File: src/spoc_pkg.sv
// constants and types of the safety pwm output control block
package spoc_pkg;
    // clock and lockout timing
    localparam int unsigned CLK_MHZ = 100;
    localparam int unsigned LOCK_MS = 250;
    localparam int unsigned LOCK_CYC = LOCK_MS * 1000 * CLK_MHZ;
    localparam int unsigned LOCK_W = 25;
    localparam int unsigned TICK_US = 1;
    localparam int unsigned TICK_CYC = TICK_US * CLK_MHZ;
    localparam logic [6:0] TICK_LAST = 7'(TICK_CYC - 1);
    // modulation period limits in microseconds
    localparam logic [14:0] PER_MIN_US = 15'h00FA;   // 4000 Hz
    localparam logic [14:0] PER_MAX_US = 15'h765F;   // 33 Hz
    localparam logic [14:0] FIX_PER_US = 15'h03E8;   // fixed-rate pins
    // dither half period limits in microseconds
    localparam logic [14:0] DTH_MIN_US = 15'h07D0;   // 250 Hz
    localparam logic [14:0] DTH_MAX_US = 15'h3B2F;   // 33 Hz
    localparam logic [13:0] DTH_AMP_MAX = 14'h07D0;  // 0.5 A in 0.25 mA
    localparam int unsigned DTH_AMP_SHIFT = 3;       // one step is 2 mA
    // full scale current range in mA
    localparam logic [11:0] FS_MIN_MA = 12'h00A;
    localparam logic [11:0] FS_MAX_MA = 12'hBB8;
    localparam logic [14:0] DUTY_STEP = 15'h0004;
    // register byte offsets
    localparam logic [7:0] ADR_CTRL = 8'h00;
    localparam logic [7:0] ADR_SETPT = 8'h04;
    localparam logic [7:0] ADR_PER = 8'h08;
    localparam logic [7:0] ADR_FS = 8'h0C;
    localparam logic [7:0] ADR_DITH = 8'h10;
    localparam logic [7:0] ADR_STAT = 8'h14;
    // field positions
    localparam int unsigned CTRL_EN = 0;
    localparam int unsigned CTRL_MODE = 1;
    localparam int unsigned CTRL_AUTO = 3;
    localparam int unsigned CTRL_CLR = 8;
    localparam int unsigned DTH_AMP_LSB = 16;
    localparam int unsigned ST_TEMP = 3;
    localparam int unsigned ST_OVL = 4;
    localparam int unsigned ST_MODE = 5;
    localparam int unsigned ST_SAFE = 6;
    localparam int unsigned ST_SW = 7;
    localparam int unsigned ST_SUP = 8;
    localparam int unsigned ST_FB = 9;
    localparam int unsigned ST_CUR_LSB = 16;
    // reset values
    localparam logic EN_RST = 1'b0;
    localparam logic [1:0] MODE_RST = 2'h0;
    localparam logic AUTO_RST = 1'b1;
    localparam logic [13:0] SETPT_RST = 14'h0000;
    localparam logic [14:0] PER_RST = 15'h03E8;
    localparam logic [11:0] FS_RST = 12'hBB8;
    localparam logic [14:0] DTH_HALF_RST = 15'h07D0;
    localparam logic [7:0] DTH_AMP_RST = 8'h00;
    // operating modes
    typedef enum logic [1:0] {
        MODE_OPEN = 2'b00,
        MODE_CLOSED = 2'b01
    } spoc_mode_t;
    // redundant switch states
    typedef enum logic [1:0] {
        SW_OPEN_WAIT = 2'b00,
        SW_OPEN_READY = 2'b01,
        SW_CLOSED = 2'b10
    } spoc_sw_t;
endpackage

File: src/spoc_top.sv
// safety pwm output control: one modulated output with fault latches
`timescale 1ns/100ps
`default_nettype none

// restartable lockout timer, done once hold has lasted cyc cycles
module spoc_lockout #(
    parameter int unsigned CYC = spoc_pkg::LOCK_CYC
) (
    input wire logic clk,       // system clock
    input wire logic arst_n,    // async reset, active low
    input wire logic hold,      // condition being timed
    output logic done           // hold has lasted long enough
);
    localparam logic [spoc_pkg::LOCK_W-1:0] LAST =
        spoc_pkg::LOCK_W'(CYC - 1);
    logic [spoc_pkg::LOCK_W-1:0] cnt_r, cnt_nxt;
    logic done_r, done_nxt;

    // restart on every turn-off, saturate at the end
    always_comb begin
        cnt_nxt = cnt_r;
        if (!hold) begin
            cnt_nxt = '0; // RULE_20
        end else if (cnt_r != LAST) begin
            cnt_nxt = cnt_r + 1'b1;
        end
        done_nxt = hold && (cnt_r == LAST);
    end

    always_ff @(posedge clk or negedge arst_n) begin
        if (!arst_n) begin
            cnt_r <= '0;
            done_r <= 1'b0;
        end else begin
            cnt_r <= cnt_nxt;
            done_r <= done_nxt;
        end
    end

    assign done = done_r;
endmodule // spoc_lockout

// What this block does
// RULE_01: temp fault clears after off and cool
// RULE_02: safety failure sticks until power cycle
// RULE_03: switch recloses after 250 ms, command off
// RULE_04: supply fault clears after off and supply return
// RULE_05: open-loop and closed-loop modes selectable
// RULE_06: open loop drives duty, current monitored
// RULE_07: current range selectable, 10 to 3000 mA
// RULE_08: period 33 to 4000 Hz, or fixed
// RULE_09: stepped dither 33-250 Hz, up to 0.5 A
// RULE_10: current command step is 0.25 mA
// RULE_11: closed loop over maximum latches output off
// RULE_12: latched output stays off 250 ms
// RULE_13: latch reset only with command zero
// RULE_14: instant over-current latches, software clears
// RULE_15: application zeroes signal with power output
// RULE_16: redundant switch held open 250 ms
// RULE_17: open redundant switch blocks all sourcing
// RULE_18: switch feedback to secondary, current to primary
// RULE_19: status bits stay until recovery is complete
// RULE_20: lockout counters restart at each turn-off
module spoc_top #(
    parameter int unsigned LOCK_CYC = spoc_pkg::LOCK_CYC, // 250 ms
    parameter bit FIX_FREQ = 1'b0,     // pin runs at a fixed period
    parameter bit DITHER_EN = 1'b1     // pin supports dither
) (
    input wire logic REF_CLK,           // 100 MHz system clock
    input wire logic ARST_N,            // async reset, active low
    input wire logic [7:0] REG_ADDR,    // register byte address
    input wire logic [31:0] REG_WDATA,  // write data
    input wire logic REG_WR,            // write strobe
    input wire logic REG_RD,            // read strobe
    output logic [31:0] REG_RDATA,      // read data, cycle after strobe
    input wire logic [13:0] CUR_MEAS,   // measured current, 0.25 mA
    input wire logic INST_OC,           // instantaneous over-current
    input wire logic TEMP_FAULT,        // over temperature or open load
    input wire logic SUPPLY_OK,         // supply within range
    input wire logic SAFETY_FAIL,       // safety layer failure
    input wire logic SEC_SW_REQ,        // secondary wants switch closed
    input wire logic SEC_SW_FB,         // redundant switch voltage
    output logic PWM_OUT,               // primary high-side drive
    output logic SAFE_SW_OUT,           // redundant series switch
    output logic SEC_FB_OUT             // switch feedback to secondary
);
    // register file
    logic en_r, en_nxt, auto_r, auto_nxt, clr_r, clr_nxt;
    logic [1:0] mode_r, mode_nxt;
    logic [13:0] setpt_r, setpt_nxt;
    logic [14:0] per_r, per_nxt, dth_half_r, dth_half_nxt;
    logic [11:0] fs_r, fs_nxt;
    logic [7:0] dth_amp_r, dth_amp_nxt;
    logic [31:0] rdata_r, rdata_nxt;
    // modulation
    logic [6:0] pre_r, pre_nxt;
    logic [14:0] cnt_r, cnt_nxt, duty_r, duty_nxt;
    logic [14:0] dth_cnt_r, dth_cnt_nxt;
    logic dth_ph_r, dth_ph_nxt, pwm_r, pwm_nxt;
    // status and switch
    logic st3_r, st3_nxt, st4_r, st4_nxt, st5_r, st5_nxt;
    logic st6_r, st6_nxt, st8_r, st8_nxt;
    spoc_pkg::spoc_sw_t sw_r, sw_nxt;
    logic safe_r, safe_nxt, fb_r, fb_nxt;
    // shared terms
    logic cmd_off, over_max, drive_ok, tick, per_end, mode_bad;
    logic ovl_done, sw_done;
    logic [14:0] per_eff, dth_eff, tgt_hi, tgt_lo;
    logic [13:0] amp, fs_q;
    logic [8:0] status;

    // command zero means disabled or setpoint zero
    always_comb begin
        cmd_off = !en_r || (setpt_r == 14'h0000); // RULE_13
        fs_q = {fs_r, 2'b00};
        over_max = (mode_r == spoc_pkg::MODE_CLOSED) && (CUR_MEAS > fs_q);
        mode_bad = (mode_r != spoc_pkg::MODE_OPEN
                    && mode_r != spoc_pkg::MODE_CLOSED)
                   || (fs_r < spoc_pkg::FS_MIN_MA)
                   || (fs_r > spoc_pkg::FS_MAX_MA); // RULE_07
        drive_ok = !cmd_off && !st3_r && !st4_r && !st5_r && !st6_r
                   && !st8_r && (sw_r == spoc_pkg::SW_CLOSED); // RULE_17
        status = {st8_r, (sw_r != spoc_pkg::SW_CLOSED), st6_r, st5_r,
                  st4_r, st3_r, 3'b000};
    end

    // period and dither clamped to the legal span
    always_comb begin
        if (FIX_FREQ) begin
            per_eff = spoc_pkg::FIX_PER_US; // RULE_08
        end else if (per_r < spoc_pkg::PER_MIN_US) begin
            per_eff = spoc_pkg::PER_MIN_US;
        end else if (per_r > spoc_pkg::PER_MAX_US) begin
            per_eff = spoc_pkg::PER_MAX_US;
        end else begin
            per_eff = per_r; // RULE_08
        end
        if (dth_half_r < spoc_pkg::DTH_MIN_US) begin
            dth_eff = spoc_pkg::DTH_MIN_US;
        end else if (dth_half_r > spoc_pkg::DTH_MAX_US) begin
            dth_eff = spoc_pkg::DTH_MAX_US;
        end else begin
            dth_eff = dth_half_r; // RULE_09
        end
        amp = 14'({dth_amp_r, 3'b000}); // RULE_09
        if (amp > spoc_pkg::DTH_AMP_MAX || !DITHER_EN) begin
            amp = DITHER_EN ? spoc_pkg::DTH_AMP_MAX : 14'h0000;
        end
        tgt_hi = {1'b0, setpt_r} + {1'b0, amp};
        tgt_lo = (setpt_r > amp) ? {1'b0, setpt_r - amp} : 15'h0000;
    end

    // register writes and one-cycle-late reads
    always_comb begin
        en_nxt = en_r;
        mode_nxt = mode_r;
        auto_nxt = auto_r;
        clr_nxt = 1'b0;
        setpt_nxt = setpt_r;
        per_nxt = per_r;
        fs_nxt = fs_r;
        dth_half_nxt = dth_half_r;
        dth_amp_nxt = dth_amp_r;
        rdata_nxt = 32'h0000_0000;
        if (REG_WR) begin
            case (REG_ADDR)
                spoc_pkg::ADR_CTRL: begin
                    en_nxt = REG_WDATA[spoc_pkg::CTRL_EN];
                    mode_nxt = REG_WDATA[spoc_pkg::CTRL_MODE +: 2]; // RULE_05
                    auto_nxt = REG_WDATA[spoc_pkg::CTRL_AUTO];
                    clr_nxt = REG_WDATA[spoc_pkg::CTRL_CLR]; // RULE_14
                end
                spoc_pkg::ADR_SETPT: setpt_nxt = REG_WDATA[13:0]; // RULE_10
                spoc_pkg::ADR_PER: per_nxt = REG_WDATA[14:0];
                spoc_pkg::ADR_FS: fs_nxt = REG_WDATA[11:0];
                spoc_pkg::ADR_DITH: begin
                    dth_half_nxt = REG_WDATA[14:0];
                    dth_amp_nxt = REG_WDATA[spoc_pkg::DTH_AMP_LSB +: 8];
                end
                default: ;
            endcase
        end
        if (REG_RD) begin
            case (REG_ADDR)
                spoc_pkg::ADR_CTRL:
                    rdata_nxt = {28'h000_0000, auto_r, mode_r, en_r};
                spoc_pkg::ADR_SETPT: rdata_nxt = {18'h0_0000, setpt_r};
                spoc_pkg::ADR_PER: rdata_nxt = {17'h0_0000, per_r};
                spoc_pkg::ADR_FS: rdata_nxt = {20'h0_0000, fs_r};
                spoc_pkg::ADR_DITH:
                    rdata_nxt = {8'h00, dth_amp_r, 1'b0, dth_half_r};
                spoc_pkg::ADR_STAT: // RULE_18
                    rdata_nxt = {2'b00, CUR_MEAS, 6'h00, fb_r, status};
                default: rdata_nxt = 32'h0000_0000;
            endcase
        end
    end

    always_ff @(posedge REF_CLK or negedge ARST_N) begin
        if (!ARST_N) begin
            en_r <= spoc_pkg::EN_RST;
            mode_r <= spoc_pkg::MODE_RST;
            auto_r <= spoc_pkg::AUTO_RST;
            clr_r <= 1'b0;
            setpt_r <= spoc_pkg::SETPT_RST;
            per_r <= spoc_pkg::PER_RST;
            fs_r <= spoc_pkg::FS_RST;
            dth_half_r <= spoc_pkg::DTH_HALF_RST;
            dth_amp_r <= spoc_pkg::DTH_AMP_RST;
            rdata_r <= 32'h0000_0000;
        end else begin
            en_r <= en_nxt;
            mode_r <= mode_nxt;
            auto_r <= auto_nxt;
            clr_r <= clr_nxt;
            setpt_r <= setpt_nxt;
            per_r <= per_nxt;
            fs_r <= fs_nxt;
            dth_half_r <= dth_half_nxt;
            dth_amp_r <= dth_amp_nxt;
            rdata_r <= rdata_nxt;
        end
    end

    // modulator; closed loop nudges duty once per period, which is slow
    // but cannot overshoot into the trip point in one step
    always_comb begin
        tick = (pre_r == spoc_pkg::TICK_LAST);
        per_end = tick && (cnt_r >= per_eff - 15'h0001);
        pre_nxt = tick ? 7'h00 : pre_r + 7'h01;
        cnt_nxt = cnt_r;
        dth_cnt_nxt = dth_cnt_r;
        dth_ph_nxt = dth_ph_r;
        duty_nxt = duty_r;
        if (tick) begin
            cnt_nxt = per_end ? 15'h0000 : cnt_r + 15'h0001;
            if (dth_cnt_r >= dth_eff - 15'h0001) begin
                dth_cnt_nxt = 15'h0000;
                dth_ph_nxt = !dth_ph_r; // RULE_09
            end else begin
                dth_cnt_nxt = dth_cnt_r + 15'h0001;
            end
        end
        if (!drive_ok) begin
            duty_nxt = 15'h0000;
        end else if (mode_r == spoc_pkg::MODE_OPEN) begin
            duty_nxt = ({1'b0, setpt_r} > per_eff) ? per_eff
                       : {1'b0, setpt_r}; // RULE_06
        end else if (per_end) begin
            if ({1'b0, CUR_MEAS} < (dth_ph_r ? tgt_hi : tgt_lo)) begin
                duty_nxt = (duty_r + spoc_pkg::DUTY_STEP > per_eff)
                           ? per_eff
                           : duty_r + spoc_pkg::DUTY_STEP; // RULE_05
            end else begin
                duty_nxt = (duty_r > spoc_pkg::DUTY_STEP)
                           ? duty_r - spoc_pkg::DUTY_STEP : 15'h0000;
            end
        end
        pwm_nxt = drive_ok && !INST_OC && !over_max
                  && (cnt_nxt < duty_nxt); // RULE_17
    end

    always_ff @(posedge REF_CLK or negedge ARST_N) begin
        if (!ARST_N) begin
            pre_r <= 7'h00;
            cnt_r <= 15'h0000;
            duty_r <= 15'h0000;
            dth_cnt_r <= 15'h0000;
            dth_ph_r <= 1'b0;
            pwm_r <= 1'b0;
        end else begin
            pre_r <= pre_nxt;
            cnt_r <= cnt_nxt;
            duty_r <= duty_nxt;
            dth_cnt_r <= dth_cnt_nxt;
            dth_ph_r <= dth_ph_nxt;
            pwm_r <= pwm_nxt;
        end
    end

    // overload lockout runs while latched and commanded off
    spoc_lockout #(.CYC(LOCK_CYC)) u_ovl_lock (
        .clk(REF_CLK),
        .arst_n(ARST_N),
        .hold(st4_r && cmd_off), // RULE_12
        .done(ovl_done)
    );

    // redundant switch lockout runs while the switch is open
    spoc_lockout #(.CYC(LOCK_CYC)) u_sw_lock (
        .clk(REF_CLK),
        .arst_n(ARST_N),
        .hold(sw_r != spoc_pkg::SW_CLOSED), // RULE_16
        .done(sw_done)
    );

    // fault latches: a set in the clearing cycle always wins
    always_comb begin
        st3_nxt = TEMP_FAULT || (st3_r && !cmd_off); // RULE_01
        st4_nxt = INST_OC || over_max // RULE_11
                  || (st4_r && !(ovl_done && cmd_off
                                 && (auto_r || clr_r))); // RULE_13
        st5_nxt = mode_bad; // RULE_19
        st6_nxt = st6_r || SAFETY_FAIL; // RULE_02
        st8_nxt = !SUPPLY_OK || (st8_r && !cmd_off); // RULE_04
        fb_nxt = SEC_SW_FB; // RULE_18
        sw_nxt = sw_r;
        case (sw_r)
            spoc_pkg::SW_CLOSED: begin
                if (!SEC_SW_REQ || st6_r) begin
                    sw_nxt = spoc_pkg::SW_OPEN_WAIT; // RULE_16
                end
            end
            spoc_pkg::SW_OPEN_WAIT: begin
                if (!SEC_SW_REQ || st6_r) begin
                    sw_nxt = spoc_pkg::SW_OPEN_WAIT;
                end else if (sw_done) begin
                    sw_nxt = spoc_pkg::SW_OPEN_READY; // RULE_03
                end
            end
            spoc_pkg::SW_OPEN_READY: begin
                if (SEC_SW_REQ && cmd_off && !st6_r) begin
                    sw_nxt = spoc_pkg::SW_CLOSED; // RULE_03
                end
            end
            default: sw_nxt = spoc_pkg::SW_OPEN_WAIT;
        endcase
        safe_nxt = (sw_nxt == spoc_pkg::SW_CLOSED);
    end

    always_ff @(posedge REF_CLK or negedge ARST_N) begin
        if (!ARST_N) begin
            st3_r <= 1'b0;
            st4_r <= 1'b0;
            st5_r <= 1'b0;
            st6_r <= 1'b0;
            st8_r <= 1'b0;
            sw_r <= spoc_pkg::SW_OPEN_WAIT;
            safe_r <= 1'b0;
            fb_r <= 1'b0;
        end else begin
            st3_r <= st3_nxt;
            st4_r <= st4_nxt;
            st5_r <= st5_nxt;
            st6_r <= st6_nxt;
            st8_r <= st8_nxt;
            sw_r <= sw_nxt;
            safe_r <= safe_nxt;
            fb_r <= fb_nxt;
        end
    end

    assign REG_RDATA = rdata_r;
    assign PWM_OUT = pwm_r;
    assign SAFE_SW_OUT = safe_r;
    assign SEC_FB_OUT = fb_r;
endmodule // spoc_top

`default_nettype wire

File: config.mk
export PLATFORM = sky130hd
export DESIGN_NAME = spoc_top
export DESIGN_NICKNAME = d
export VERILOG_FILES = /design/src/spoc_pkg.sv /design/src/spoc_top.sv
export SDC_FILE = /design/constraint.sdc
export NUM_CORES = 1
export LEC_CHECK = 0
export ABC_AREA = 0
export BUFFER_PORTS_ARGS = -buffer_cell sky130_fd_sc_hd__buf_2
export CAP_MARGIN = 20
export CORE_MARGIN = 2
export CORE_UTILIZATION = 60
export CTS_CLUSTER_DIAMETER = 100
export DETAILED_ROUTE_END_ITERATION = 12
export GPL_ROUTABILITY_DRIVEN = 1
export PLACE_DENSITY = 0.79
export SLEW_MARGIN = 10
export SYNTH_ARGS = -nofsm -noshare
export SYNTH_HDL_FRONTEND = slang
export SYNTH_SLANG_ARGS = --single-unit
File: constraint.sdc
create_clock -name REF_CLK -period 7.3 [get_ports REF_CLK]
set_input_delay 0 -clock REF_CLK [delete_from_list [all_inputs] [get_ports REF_CLK]]
set_output_delay 0 -clock REF_CLK [all_outputs]
set_load 0.005 [all_outputs]
Yosys cells after proc, flatten, opt, wreduce, memory -nomap -nowiden --
Index checks and enable logic that the tools add are counted.
Storage, ports and cells: register bits 216, latch bits 0, bits in writable memories 0, bits in read-only memories 0, bits of input ports 64, output and inout bits 35, memories 0
Operators by class: $add $sub $neg 11, multipliers 0, divide/modulo/power cells 0, order comparisons 16, equality and inequality tests 18, shift-type cells 0, multiplexer cells 31, bitwise operators 0, reduce and logical (&&, ||, !) cells 56
Operators by type and width (number):
- $mux W15 | 15
- $pmux W30 S6 | 1
- $mux W25 | 4
- $add A25 B1 Y25 const B | 2
- $eq A25 B25 Y1 const B | 2
- $ne A25 B25 Y1 const B | 2
- $add A15 B1 Y15 const B | 2
- $ge A15 B15 Y1 | 2
- $mux W30 | 1
- $sub A15 B1 Y15 const B | 2
- $gt A14 B14 Y1 | 2
- $logic_and A1 B1 Y1 | 22
- $eq A8 B4 Y1 const B | 2
- $eq A8 B5 Y1 const B | 2
- $add A14 B14 Y15 | 1
- $add A15 B3 Y15 const B | 1
- $gt A14 B15 Y1 | 1
- $gt A15 B14 Y1 const B | 1
- $gt A15 B15 Y1 | 1
- $gt A15 B15 Y1 const B | 1
- $gt A15 B3 Y1 const B | 1
- $lt A14 B15 Y1 | 1
- $lt A15 B11 Y1 const B | 1
- $lt A15 B15 Y1 | 1
- 26 further kinds | 61

Logic depth before layout (Yosys ltp) --
depth in word-level cells 12, depth in mapped cells 35, gate-level depth less buffers 34

By module --
From an unflattened synthesis, not the netlist that was laid out.
Second synthesis, totals: cells, all modules 1643, area, all modules 15108.2 µm²
By module, submodules not included:
- spoc_top | times used 1, cells an instance 1321, area an instance 12082.8 µm², seq. area each 4053.9 µm²
- spoc_lockout | times used 2, cells an instance 161, area an instance 1512.7 µm², seq. area each 650.6 µm²

Worst setup path before layout --
OpenSTA, ideal clock, no wires.
kind register to register, start register per_r[11], end register pwm_r, in the netlist PWM_OUT, data arrival time 6.381 ns, path slack 0.842 ns, cell stages (with the launch flop) 31, clock period less this slack 6.458 ns, cell sequence dfrtp_1 -> or4_4 -> or4_4 -> nor2_1 -> nor2_1 -> inv_1 -> ha_1 -> nand4_1 -> nor4b_2 -> nand3_1 -> xnor2_1 -> ha_1 -> and3_1 -> a221oi_1 -> nor2b_1 -> a2111o_1 -> nand2_1 -> clkbuf_1 -> nand2_1 -> o311ai_0 -> o21ai_1 -> a21o_1 -> ha_1 -> a21o_1 -> a21o_1 -> a21oi_1 -> nor2_1 -> a2111oi_0 -> nor2_1 -> or4_1 -> a21oi_1
On the way: word-level cells in the longest chain between the ends 11, elaborated cells between the ends (all ways) 19, classes of those cells 1 x add/sub; 6 x order compare; 10 x mux; 2 x reduce/logical
Ends and longest elaborated chain:
- from (decl) | RTL line spoc_top.sv:91 | logic [14:0] per_r, per_nxt, dth_half_r, dth_half_nxt;
- from (signal assigned) | RTL line spoc_top.sv:206 | per_r <= spoc_pkg::PER_RST;
- from (signal assigned) | RTL line spoc_top.sv:217 | per_r <= per_nxt;
- $gt A15 B15 Y1 | RTL line spoc_top.sv:133 | end else if (per_r > spoc_pkg::PER_MAX_US) begin
- $mux W15 | RTL line spoc_top.sv:133
- $mux W15 (*) | RTL line spoc_top.sv:131 | end else if (per_r < spoc_pkg::PER_MIN_US) begin
- $sub A15 B1 Y15 / $gt A15 B15 Y1 (equally long branches) | RTL line spoc_top.sv:229, spoc_top.sv:251
- $ge A15 B15 Y1 / $mux W15 (equally long branches) | RTL line spoc_top.sv:229, spoc_top.sv:252
- $logic_and A1 B1 Y1 / $mux W15 (equally long branches) | RTL line spoc_top.sv:229, spoc_top.sv:250
- $mux W15 | RTL line spoc_top.sv:249 | end else if (per_end) begin
- $mux W15 | RTL line spoc_top.sv:246 | end else if (mode_r == spoc_pkg::MODE_OPEN) begin
- $mux W15 | RTL line spoc_top.sv:244 | if (!drive_ok) begin
- $lt A15 B15 Y1 (*) | RTL line spoc_top.sv:260 | && (cnt_nxt < duty_nxt);
- $logic_and A1 B1 Y1 (*) | RTL line spoc_top.sv:260
- named net pwm_nxt | RTL line spoc_top.sv:99 | logic dth_ph_r, dth_ph_nxt, pwm_r, pwm_nxt;
- to (signal assigned) | RTL line spoc_top.sv:277 | pwm_r <= pwm_nxt;
- to (decl) | RTL line spoc_top.sv:99
Mark *: on every way through the listed nets, which the timed path passes. The rest lies on a longest branch. A chain may end at the register's enable or synchronous reset.

Final worst setup path --
Same ends and word-level chain as after synthesis.

==> run metrics <==
status complete, no violations; proportion of synthesized area in mux cells 6.33%; Initial Util 61.6%; startpoint types register; vias 13,500; Layout Utilization 70.9%; xor and xnor area share after synthesis 6.27%; required time worst endpoint 7760 ps; Die X 160 um; # setup viols final 0; worst hold path type input port to register; # DRC 0; Max clock buf depth 3; number of global-route vias before repair 13,300; Int Pwr 2.19 mW; Avg Vias per Cell 6.51; GRT Util Overall 33.8%; die height 160 um; top cells by count, synth 193 x dfrtp_1, 175 x nor2_1, 140 x nand2_1; top cells by area, synth dfrtp_1 33%, ha_1 11%, mux2_2 5.5%; total power 3.19 mW; CP Buf/Inv Count 1; hold path depth 2; Rows 56; CP max-delay cell or4_4; worst slack, placed 105 ps; Mean Syn Cell Area 9.07 um^2; family with the most delay on the worst path compound AO/OA/AOI/OAI gates; critical path depth 27; ANT cells 0; fin crit share 95.4%; Compound-Gate Fraction of Synth Area 15.8%; Crit Path Max Fanout 7; RePlAce Congestion 0.983; Max Fclk 144 MHz; core area 23,600 um^2; Flop pwr share 41.8%; setup TNS 0 ps; CTS tree yes; Critical Path Source per_r[11]; leakage 7.74 nW; Fin. Hold Viols 0; Max VDD drop 0.305 mV; max_slew headroom 27.2%; DIE AREA 25,500 um^2; drt wl/cell 21.1 um; port bufs 86; Ports 99; clk sinks 213; grt total ovfl 0; largest net degree at the start of global routing 121; worst reg2reg path startpoint per_r[11]; Nets 1,922; most common cell in the synthesized netlist dfrtp_1; Worst Tran Pin Value 1090 ps; global-route wire length before repair 69,700 um; Netlist cell types 83; FF-to-FF End PWM_OUT; final slew viol count 0; Area growth syn-to-layout 15.2%; slowest stage delay, CP 570 ps; ratio of cells with drive above 1 in the final layout 16.6%; Clk pin slew, worst setup/hold paths 60 ps; H-tree levels 1; FF-to-FF setup slack 330 ps; Synth top area share 33.2%; async set-or-reset flop fraction in the synthesized netlist 100%; Setup CP Type register to register; Critical Path End Type register; post-synthesis simple-gate area fraction 20.4%; Pre-Repair DR Iteration Count 6; number of instances in the synthesized netlist 1,603; TritonCTS buffer count 25; Yosys top cell by area dfrtp_1; Clock Root Buffer clkbuf_16; Worst EP arrival 7420 ps; cell area after synthesis 14,500 um^2; Seq/Total Area, Yosys 36.8%; Comb pwr share 20.4%; number of enable flip-flop cells after synthesis 0; Initial DRC Count 1,465; Worst Reg-to-Reg Cells 27; HPWL after DPL 30,000 um; YS warnings 0; P per Cell Area 191 nW/um^2; later-pin clock latency in the skew report 550 ps; antenna-violating nets left 0; register bit total from synthesis 213; Clock Skew 16.4 ps; Most used DFF post-synth dfrtp_1; switching component of the power 0.997 mW; adder-cell area share of the yosys netlist 10.9%; antenna violations before repair 1; minimum clock period 6970 ps; total of max-cap violations 0; clock power share 37.8%; final worst slack 335 ps; largest family of logic cells by synthesized area simple AND/OR/NAND/NOR gates; CP endpoint PWM_OUT; drt total wl 43,600 um; sw frac 31.2%
==> cell type report <==
class / count / area, um^2
Multi-Input combinational cell: 1268 / 8800
Fill cell: 1790 / 6860
Sequential cell: 213 / 5360
Timing Repair Buffer: 171 / 1220
Clock buffer: 39 / 728
Tap cell: 319 / 399
Inverter: 53 / 199
Clock inverter: 6 / 53.8
==> worst min-delay path by stage <==
stage	endpoint	from	slack (ps)
global placement	SEC_FB_OUT	SEC_SW_FB	110
detailed placement	SEC_FB_OUT	SEC_SW_FB	110
CTS	SEC_FB_OUT	SEC_SW_FB	80
floorplan	PWM_OUT	ARST_N	-300
finish	SEC_FB_OUT	SEC_SW_FB	110
global route	SEC_FB_OUT	SEC_SW_FB	100
==> what timing repair did <==
| item | in CTS | in global routing |
|---|---|---|
| gates resized for setup | 0 | 25 |
| setup buffers | 0 | 1 |
| setup endpoints to repair | 0 | 1 |
| endpoints found under the hold margin | 207 | 0 |
| hold buffers | 55 | 0 |
==> per-layer routing <==
layer	share of wire, %	track usage [%]	vias up
met5	0.025	0	-
met4	5.4	15.7	2
met3	9.6	6.96	214
met2	46	55.3	780
met1	39	43.1	6423
li1	-	-	6052
==> stage by stage <==
step / cells / cell area, um^2 / hold slack (ps)
2_1_floorplan: 1605 / 14500 / -296
3_3_place_gp: 1966 / 15300 / 108
3_5_place_dp: 1966 / 15300 / 110
4_1_cts: 2066 / 16600 / 83.9
5_1_grt: 2069 / 16700 / 98.0
6_report: 2069 / 16700 / 111
==> logic make-up (layout without fill, tap and decap cells) <==
| logic type | count (synthesis) | in the layout |
|---|---|---|
| AOI/OAI and AO/OA | 347 | 347 |
| xor gates and xnor gates | 104 | 104 |
| adders and majority gates | 126 | 126 |
| buffers and inverters | 124 | 269 |
| DFF | 213 | 213 |
| muxes | 83 | 83 |
| other | 2 | 4 |
| and+or+nand+nor | 604 | 604 |
==> state kept, by name (all words and copies together) (netlist names), 7 cells and up <==
signal and flops:
REG_RDATA 29, u_ovl_lock.cnt_r 25, u_sw_lock.cnt_r 25, cnt_r 15
dth_cnt_r 15, dth_half_r 15, duty_r 15, per_r 15
setpt_r 14, fs_r 12, dth_amp_r 8, pre_r 7
==> layout by cell type, fill, tap and decap left out, types with 10 or more instances in the layout <==
master / synthesis / layout
nor2_1: 175 / 172
a21oi_1: 68 / 66
nand3_1: 56 / 56
o21a_1: 15 / 15
buf_4: 3 / 28
a22oi_1: 30 / 30
dfstp_2: 20 / 20
nand2b_1: 16 / 15
nor3_1: 38 / 36
o21ai_0: 91 / 89
clkbuf_16: 0 / 25
a21o_1: 18 / 18
mux2i_1: 12 / 12
xnor2_1: 40 / 40
ha_1: 124 / 123
mux2_2: 71 / 71
inv_1: 52 / 52
nand2_1: 140 / 139
xor2_1: 64 / 64
or3_1: 17 / 17
or2_2: 10 / 10
and3_1: 27 / 27
a211oi_1: 16 / 16
buf_2: 6 / 86
nand4_1: 29 / 29
dfrtp_1: 193 / 193
nor2b_1: 27 / 26
nor4_1: 20 / 19
dlygate4sd3_1: 0 / 55
==> power groups by stage <==
| stage | sequential, mW | clock (mW) | combinational, mW |
|---|---|---|---|
| floorplan | 1.32 | 0 | 0.413 |
| global placement | 1.34 | 0 | 0.567 |
| detailed placement | 1.34 | 0 | 0.586 |
| CTS | 1.32 | 1.21 | 0.609 |
| global route | 1.34 | 1.27 | 0.712 |
| finish | 1.33 | 1.21 | 0.650 |
No activity file was read; power rests on OpenSTA's default activity.
